--- src/core/ppmux_pkg.sv ---
/*
 Package for the parallel port multiplexer: register offsets, reset values,
 field positions and the carrier structs shared by the port block.
 Assumes a core that owns the special-function bus and the machine-cycle timing.
*/
package ppmux_pkg;
    // Latch register addresses on the special-function bus
    localparam logic [7:0] PPMUX_OFF_PORT0 = 8'h80;
    localparam logic [7:0] PPMUX_OFF_PORT1 = 8'h90;
    localparam logic [7:0] PPMUX_OFF_PORT2 = 8'ha0;
    localparam logic [7:0] PPMUX_OFF_PORT3 = 8'hb0;
    // Latch value after reset
    localparam logic [7:0] PPMUX_LATCH_RST = 8'hff;
    // Number of ports and bits per port
    localparam int PPMUX_NPORT = 4;
    localparam int PPMUX_WIDTH = 8;
    // Port 3 alternate-function bit positions
    localparam int PPMUX_PORT3_RXD  = 0;
    localparam int PPMUX_PORT3_TXD  = 1;
    localparam int PPMUX_PORT3_IRQ0 = 2;
    localparam int PPMUX_PORT3_IRQ1 = 3;
    localparam int PPMUX_PORT3_TMR0 = 4;
    localparam int PPMUX_PORT3_TMR1 = 5;
    localparam int PPMUX_PORT3_WR   = 6;
    localparam int PPMUX_PORT3_RD   = 7;
    // Port 1 alternate-function bit positions
    localparam int PPMUX_PORT1_CNT2 = 0;
    localparam int PPMUX_PORT1_CAP2 = 1;
    // Pull-up enables in running mode: ports 1 to 3 on, port 0 open drain
    localparam logic [31:0] PPMUX_PULLUP_RUN = 32'hffffff00;
    // Pin synchroniser depth
    localparam int PPMUX_SYNC_STAGES = 3;

    // One port's pin drive: output level and enable per bit
    typedef struct packed {
        logic [7:0] out;
        logic [7:0] oe;
    } ppmux_drive_t;

    // External bus request from the core
    typedef struct packed {
        logic       active;     // External access in progress
        logic       ale;        // Address latch strobe
        logic       wide_addr;  // Code fetch or pointer access: high byte on port 2
        logic       data_out;   // Core drives data in the data phase
        logic [15:0] addr;
        logic [7:0]  wdata;
    } ppmux_ext_t;

    // Core-side alternate-function outputs on port 3
    typedef struct packed {
        logic txd;
        logic wr_n;
        logic rd_n;
    } ppmux_alt_t;
endpackage : ppmux_pkg

--- src/core/ppmux_top.sv ---
/*
 Parallel port multiplexer: four 8-bit port latches on the special-function
 bus, pin drivers with pull-up and open-drain behaviour, the external memory
 bus on ports 0 and 2, and programmer-mode pin reassignment.
 Assumes the core gives a state-six-phase-two strobe and a state-one-phase-one
 strobe as single-cycle enables on core_clk, and that the mode input is static.
*/
`timescale 1ns/1ps

module ppmux_top (
    // Clock and reset
    input  wire logic                  core_clk,
    input  wire logic                  sys_rst,
    // Mode: 1 running mode, 0 programmer mode
    input  wire logic                  in_system_running_mode,
    // Machine-cycle phase strobes
    input  wire logic                  s6p2_strobe,
    input  wire logic                  s1p1_strobe,
    // Special-function register port
    input  wire logic [7:0]            sfr_addr,
    input  wire logic                  sfr_wr,
    input  wire logic                  sfr_rd,
    input  wire logic                  sfr_rmw,
    input  wire logic [7:0]            sfr_wdata,
    output logic      [7:0]            sfr_rdata,
    output logic                       sfr_hit,
    // External bus and alternate functions from the core
    input  wire ppmux_pkg::ppmux_ext_t ext_req,
    input  wire ppmux_pkg::ppmux_alt_t alt_out,
    output logic      [7:0]            ext_rdata,
    // Alternate-function inputs to peripherals
    output logic                       serial_receive_pin,
    output logic                       external_irq_zero,
    output logic                       external_irq_one,
    output logic                       timer_zero_count_input,
    output logic                       timer_one_count_input,
    output logic                       second_timer_count_input,
    output logic                       second_timer_capture_trigger,
    // Programmer-mode interface to the flash logic
    output logic      [15:0]           prog_addr,
    output logic      [7:0]            prog_data_in,
    output logic      [3:0]            prog_ctrl,
    input  wire logic [7:0]            prog_data_out,
    input  wire logic                  prog_verify,
    // Pins: input, output, output enable (enable high while driving)
    input  wire logic [31:0]           pin_in,
    output logic      [31:0]           pin_out,
    output logic      [31:0]           pin_oe,
    output logic      [31:0]           pin_pullup
);
    import ppmux_pkg::*;

    logic [7:0]  port_zero_latch;
    logic [7:0]  port_one_latch;
    logic [7:0]  port_two_latch;
    logic [7:0]  port_three_latch;
    logic [31:0] sync1;
    logic [31:0] sync2;
    logic [31:0] sync3;
    logic [31:0] pin_level;
    logic [31:0] next_out;
    logic [31:0] next_oe;
    logic [7:0]  wr_hold;
    logic [1:0]  wr_sel;
    logic        wr_pend;
    logic        wr_commit;
    logic        run;
    logic [2:0]  sfr_dec;

    // Decode a register address into a port index; valid flag in bit 2
    function automatic logic [2:0] port_decode(input logic [7:0] a);
        case (a)
            PPMUX_OFF_PORT0: port_decode = 3'h4;
            PPMUX_OFF_PORT1: port_decode = 3'h5;
            PPMUX_OFF_PORT2: port_decode = 3'h6;
            PPMUX_OFF_PORT3: port_decode = 3'h7;
            default:         port_decode = 3'h0;
        endcase
    endfunction

    assign run = in_system_running_mode;

    // Register address decode shared by the write capture and the read mux
    assign sfr_dec = port_decode(sfr_addr);

    // capture the write
    // The write is held until state six phase two so it lands at the
    // documented moment even when the core presents it earlier.
    always_ff @(posedge core_clk or posedge sys_rst) begin
        if (sys_rst) begin
            wr_pend <= 1'b0;
            wr_hold <= 8'h00;
            wr_sel  <= 2'h0;
        end else if (sfr_wr && sfr_dec[2]) begin
            wr_pend <= 1'b1;
            wr_hold <= sfr_wdata;
            wr_sel  <= sfr_dec[1:0];
        end else if (s6p2_strobe) begin
            wr_pend <= 1'b0;
        end
    end

    assign wr_commit = wr_pend && s6p2_strobe;

    always_ff @(posedge core_clk or posedge sys_rst) begin
        if (sys_rst) begin
            port_zero_latch  <= PPMUX_LATCH_RST;
            port_one_latch   <= PPMUX_LATCH_RST;
            port_two_latch   <= PPMUX_LATCH_RST;
            port_three_latch <= PPMUX_LATCH_RST;
        end else if (wr_commit) begin
            case (wr_sel)
                2'h0:    port_zero_latch  <= wr_hold;
                2'h1:    port_one_latch   <= wr_hold;
                2'h2:    port_two_latch   <= wr_hold;
                default: port_three_latch <= wr_hold;
            endcase
        end
    end

    // Three-stage pin synchroniser; a change counts once stages two and three agree
    always_ff @(posedge core_clk or posedge sys_rst) begin
        if (sys_rst) begin
            sync1     <= '1;
            sync2     <= '1;
            sync3     <= '1;
            pin_level <= '1;
        end else begin
            sync1 <= pin_in;
            sync2 <= sync1;
            sync3 <= sync2;
            for (int i = 0; i < 32; i++) begin
                if (sync2[i] == sync3[i]) begin
                    pin_level[i] <= sync3[i];
                end
            end
        end
    end

    // Pin drive selection per mode
    always_comb begin
        next_out = '1;
        next_oe  = '0;
        if (run) begin
            if (ext_req.active) begin
                if (ext_req.ale) begin
                    next_out[7:0] = ext_req.addr[7:0];
                    next_oe[7:0]  = 8'hff;
                end else if (ext_req.data_out) begin
                    next_out[7:0] = ext_req.wdata;
                    next_oe[7:0]  = 8'hff;
                end
            end else begin
                next_out[7:0] = 8'h00;
                next_oe[7:0]  = ~port_zero_latch;
            end
            // ports 1 and 3 pull down where latch is zero
            next_out[15:8] = port_one_latch;
            next_oe[15:8]  = ~port_one_latch;
            if (ext_req.active && ext_req.wide_addr) begin
                next_out[23:16] = ext_req.addr[15:8];
                next_oe[23:16]  = 8'hff;
            end else begin
                next_out[23:16] = port_two_latch;
                next_oe[23:16]  = ~port_two_latch;
            end
            next_out[31:24] = port_three_latch;
            next_oe[31:24]  = ~port_three_latch;
            // alternate outputs gated by latch one
            // serial transmit and strobes on port 3
            if (port_three_latch[PPMUX_PORT3_TXD]) begin
                next_out[24 + PPMUX_PORT3_TXD] = alt_out.txd;
                next_oe[24 + PPMUX_PORT3_TXD]  = ~alt_out.txd;
            end
            if (port_three_latch[PPMUX_PORT3_WR]) begin
                next_out[24 + PPMUX_PORT3_WR] = alt_out.wr_n;
                next_oe[24 + PPMUX_PORT3_WR]  = ~alt_out.wr_n;
            end
            if (port_three_latch[PPMUX_PORT3_RD]) begin
                next_out[24 + PPMUX_PORT3_RD] = alt_out.rd_n;
                next_oe[24 + PPMUX_PORT3_RD]  = ~alt_out.rd_n;
            end
        end else begin
            // programmer data port: drive only during verify
            // programmer mode leaves ports 1 to 3 as inputs
            next_out[7:0] = prog_data_out;
            next_oe[7:0]  = prog_verify ? 8'hff : 8'h00;
        end
    end

    // pins follow at state one phase one, and every cycle during external access or in programmer mode
    always_ff @(posedge core_clk or posedge sys_rst) begin
        if (sys_rst) begin
            pin_out <= '1;
            pin_oe  <= '0;
        end else if (s1p1_strobe || ext_req.active || !run) begin
            pin_out <= next_out;
            pin_oe  <= next_oe;
        end
    end

    // pull-ups on ports 1 to 3 only in running mode
    always_ff @(posedge core_clk or posedge sys_rst) begin
        if (sys_rst) begin
            pin_pullup <= PPMUX_PULLUP_RUN;
        end else begin
            pin_pullup <= run ? PPMUX_PULLUP_RUN : 32'h0;
        end
    end

    always_comb begin
        sfr_hit   = sfr_rd && sfr_dec[2];
        sfr_rdata = 8'h00;
        if (sfr_hit) begin
            case (sfr_dec[1:0])
                2'h0:    sfr_rdata = sfr_rmw ? port_zero_latch  : pin_level[7:0];
                2'h1:    sfr_rdata = sfr_rmw ? port_one_latch   : pin_level[15:8];
                2'h2:    sfr_rdata = sfr_rmw ? port_two_latch   : pin_level[23:16];
                default: sfr_rdata = sfr_rmw ? port_three_latch : pin_level[31:24];
            endcase
        end
    end

    // External read data is the port 0 pin level
    always_ff @(posedge core_clk or posedge sys_rst) begin
        if (sys_rst) begin
            ext_rdata <= 8'h00;
        end else begin
            ext_rdata <= pin_level[7:0];
        end
    end

    // alternate inputs gated by latch one
    // peripheral inputs; assumed kept by software
    // Gated inputs read high so a disabled function sees an idle line.
    always_ff @(posedge core_clk or posedge sys_rst) begin
        if (sys_rst) begin
            serial_receive_pin           <= 1'b1;
            external_irq_zero            <= 1'b1;
            external_irq_one             <= 1'b1;
            timer_zero_count_input       <= 1'b1;
            timer_one_count_input        <= 1'b1;
            second_timer_count_input     <= 1'b1;
            second_timer_capture_trigger <= 1'b1;
        end else begin
            serial_receive_pin           <= pin_level[24 + PPMUX_PORT3_RXD]  | ~port_three_latch[PPMUX_PORT3_RXD];
            external_irq_zero            <= pin_level[24 + PPMUX_PORT3_IRQ0] | ~port_three_latch[PPMUX_PORT3_IRQ0];
            external_irq_one             <= pin_level[24 + PPMUX_PORT3_IRQ1] | ~port_three_latch[PPMUX_PORT3_IRQ1];
            timer_zero_count_input       <= pin_level[24 + PPMUX_PORT3_TMR0] | ~port_three_latch[PPMUX_PORT3_TMR0];
            timer_one_count_input        <= pin_level[24 + PPMUX_PORT3_TMR1] | ~port_three_latch[PPMUX_PORT3_TMR1];
            second_timer_count_input     <= pin_level[8 + PPMUX_PORT1_CNT2]  | ~port_one_latch[PPMUX_PORT1_CNT2];
            second_timer_capture_trigger <= pin_level[8 + PPMUX_PORT1_CAP2]  | ~port_one_latch[PPMUX_PORT1_CAP2];
        end
    end

    always_ff @(posedge core_clk or posedge sys_rst) begin
        if (sys_rst) begin
            prog_addr    <= 16'h0000;
            prog_data_in <= 8'h00;
            prog_ctrl    <= 4'h0;
        end else if (!run) begin
            prog_addr    <= {pin_level[29:28], pin_level[21:16], pin_level[15:8]};
            prog_data_in <= pin_level[7:0];
            prog_ctrl    <= {pin_level[31:30], pin_level[23:22]};
        end
    end
endmodule // ppmux_top

--- config.mk ---
export PLATFORM = sky130hd
export DESIGN_NAME = ppmux_top
export DESIGN_NICKNAME = d
export VERILOG_FILES = /design/src/core/ppmux_pkg.sv /design/src/core/ppmux_top.sv
export SDC_FILE = /design/constraint.sdc
export NUM_CORES = 1
export LEC_CHECK = 0
export BUFFER_PORTS_ARGS = -buffer_cell sky130_fd_sc_hd__buf_4
export CAP_MARGIN = 20
export CORE_ASPECT_RATIO = 1.5
export CORE_MARGIN = 2
export CORE_UTILIZATION = 60
export CTS_BUF_LIST = sky130_fd_sc_hd__clkbuf_2 sky130_fd_sc_hd__clkbuf_4 sky130_fd_sc_hd__clkbuf_8
export DETAILED_ROUTE_END_ITERATION = 16
export MAX_ROUTING_LAYER = met4
export PLACE_DENSITY = 0.86
export SLEW_MARGIN = 30
export SYNTH_ARGS = -nofsm -noshare
export SYNTH_HDL_FRONTEND = slang
export SYNTH_SLANG_ARGS = --single-unit
--- constraint.sdc ---
create_clock -name core_clk -period 25.9 [get_ports core_clk]
set_clock_uncertainty 0.1 [all_clocks]
set_input_delay 2.59 -clock core_clk [delete_from_list [all_inputs] [get_ports core_clk]]
set_output_delay 2.59 -clock core_clk [all_outputs]
set_load 0.02 [all_outputs]
==> key figures <==
Floorplan
  – I/O Pins: 244
  – Initial Util: 61.53%
  – Core area: 16840 µm²
  – Die area: 18350 µm²
  – Die W: 111.3 µm
  – FP Rows: 58
  – DIE HEIGHT: 164.9 µm

Global route
  – Largest net degree at the start of global routing: 136
  – Total track usage: 26.14%
  – Vias in the first global route: 6652
  – First-pass GRT wire length: 36.21 mm
  – Grt ovf: 0
  – Antenna violations before repair: 0

STA
  – Part of the cycle the worst path needs: 27.43%
  – RSZ-0062 raised after global routing: no
  – Crit path time final: 7.104 ns
  – Headroom to the max-slew limit: 41.87%
  – Final Max Tran Viols: 0
  – Setup_tns: 0 ns
  – Fmax: 0.1408 GHz
  – # setup viols final: 0
  – Slew @ Worst Pin: 0.8719 ns
  – Hold Fails Final Rpt: 0

Setup path
  – Setup crit start kind: input pin
  – CP Data Required Time: 23.21 ns
  – Peak fanout along the critical path: 10
  – Setup CP Type: input pin to output pin
  – Crit. End Element: output pin
  – CP Data Arrival Time: 4.41 ns

Route
  – WL final: 23.37 mm
  – Via count: 6449
  – Vias/cell: 5.593
  – Post-DRT Antenna Nets: 0
  – WL/cell: 20.26 µm
  – DR iter-0 viols: 416
  – DRC viols: 0
  – First-pass DRT Iterations: 5

Place
  – # port buffers: 235
  – HPWL after DPL: 16.76 mm
  – Inst Count DP: 1080
  – Gpl congestion: 0.8431
  – Area after DPL: 12090 µm²

Synth
  – Post-synth EDFFs: 0
  – FFs w/ async S/R, synth: 100.0%
  – Synthesized flop and latch total: 279
  – Yosys cell types: 37
  – Mean post-synth cell area: 15.06 µm²
  – Sequential-to-total area share from yosys stat: 69.82%
  – Prevailing post-synth register cell: dfstp_2
  – Mapped Area: 10360 µm²
  – Ys Warns: 0
  – Mapped Cells: 688

Finish
  – Commonest non-fill, non-tap cell in the layout: buf_4
  – Layout area overhead: 25.20%
  – Commonest non-fill, non-tap cells in the layout: buf_4 (238), dfstp_2 (200), mux2_2 (85)
  – Layout Cells excl Fill: 1153
  – Nets@finish: 1008
  – Ant. Diodes: 0
  – Utilization after layout: 77.03%
  – Layout cell share with drive strength beyond 1: 65.11%
  – # fillers: 1052
  – Final Cell Area: 12970 µm²

Clock network
  – Number of instances resized during post-cts repair: 0
  – Clock latency on the worst-skew pair: 0.52 ns
  – TritonCTS clock tree: done
  – Clk slew on worst S/H paths: 0.06 ns
  – Post-CTS setup buffer count: 0
  – CTS Hold Buffers Added: 0
  – CTS root buf: clkbuf_8
  – Total CTS buffers: 40
  – H-tree depth: 2
  – Clk buf depth: 3
  – Clock sinks: 279

Power and ir drop
  – Leakage: 5.673 nW
  – Max VDD drop: 0.06825 mV
  – Share of power burned in registers: 51.3%
  – P_int: 0.0007464 W
  – Power Density: 76.17 nW/µm²
  – Combinational share of power: 11.8%
  – Switching part of the total: 24.44%
  – Part of the power in the clock network: 36.9%
  – Sw power: 0.0002414 W

Job
  – Max Cap Viol: 0

Worst hold path
  – Hold Crit Class: register to register

Run status
  – Status: completed
==> logic make-up after synthesis <==
group,share of synthesized area [%]
AO/OA/AOI/OAI,7.272
buffers and inverters,3.853
flip-flops,69.82
adder cells (fa/ha/maj),3.092
multiplexers,10.54
AND/OR/NAND/NOR,5.387
other,0.03620
==> power groups by stage <==
| stage | combinational [W] | sequential [W] | clock (W) |
|---|---|---|---|
| final | 0.000116 | 0.000507 | 0.000365 |
| after global routing | 0.000124 | 0.000510 | 0.000394 |
| after CTS | 0.000118 | 0.000507 | 0.000373 |
| after detailed placement | 0.000117 | 0.000513 | 0 |
| after global placement | 0.000114 | 0.000512 | 0 |
| after floorplan | 0.0000486 | 0.000524 | 0 |
==> sequential cells by signal, summed over array words and instances, names as in the netlist, 2 cells and up <==
register and flops:
port_three_latch 8, port_one_latch 8, prog_ctrl 4, pin_oe 32, port_zero_latch 8, prog_data_in 8
ext_rdata 8, port_two_latch 8, prog_addr 16, wr_hold 8, sync3 32, pin_level 32
pin_out 32, sync2 32, sync1 32, wr_sel 2
==> synth_stat cells (13+ instances only) <==
master,number,area (µm²)
nand2_1,34,127.6
o22a_1,13,113.9
clkbuf_1,17,63.81
buf_1,13,48.80
nand2b_1,17,106.4
mux2_2,85,957.2
maj3_1,32,320.3
dfstp_2,200,5255
dfrtp_1,79,1977
o21ai_0,22,110.1
nor2_1,15,56.30
buf_4,31,232.7
a211oi_1,16,120.1
o22ai_1,15,93.84
==> area by class of cell <==
cell class | instances | area, µm² | share of cell area (%)
Timing Repair Buffer | 239 | 1798 | 13.86
Multi-Input combinational cell | 345 | 2763 | 21.30
Clock buffer | 66 | 814.5 | 6.281
Clock inverter | 7 | 65.06 | 0.5017
Sequential cell | 279 | 7232 | 55.76
Tap cell | 210 | 262.8 | 2.026
Inverter | 7 | 33.78 | 0.2605
==> critical path, stage by stage <==
cell,delay [ns]
buf_4,0.11
or4_4,0.60
or3_1,0.52
nor4_1,0.39
buf_4,0.21
==> worst paths after layout <==
| path | from | cells past startpoint | slack (ns) | to |
|---|---|---|---|---|
| max | sfr_addr[1] | 5 | 18.80 | sfr_rdata[4] |
| min | sync1[11] | 0 | 0.25 | sync2[11] |
| max reg2reg | wr_sel[1] | 2 | 24.27 | port_zero_latch[5] |
| min reg2reg | sync1[11] | 0 | 0.25 | sync2[11] |
| max in group asynchronous | sys_rst | 3 | 22.14 | prog_data_in[1] |
| min in group asynchronous | sys_rst | 2 | 2.16 | prog_addr[4] |
==> metal layers <==
metal / GRT usage, % / up-vias / wire, µm
met5: - / - / 0
met4: 7.464 / 0 / 420
met3: 5.028 / 38 / 1571
met2: 44.15 / 285 / 12200
met1: 32.74 / 3264 / 9171
li1: - / 2862 / -
==> per-stage QoR <==
stage / hold WS [ns] / total power (W) / setup WS (ns)
6_report: 0.2513 / 0.0009879 / 18.80
5_1_grt: 0.2504 / 0.001029 / 18.71
4_1_cts: 0.2513 / 0.0009971 / 18.82
3_5_place_dp: 0.2468 / 0.0006306 / 18.82
3_3_place_gp: 0.2453 / 0.0006263 / 18.92
2_1_floorplan: 0.2452 / 0.0005728 / 15.85
Power figures use the tool's default switching activity.
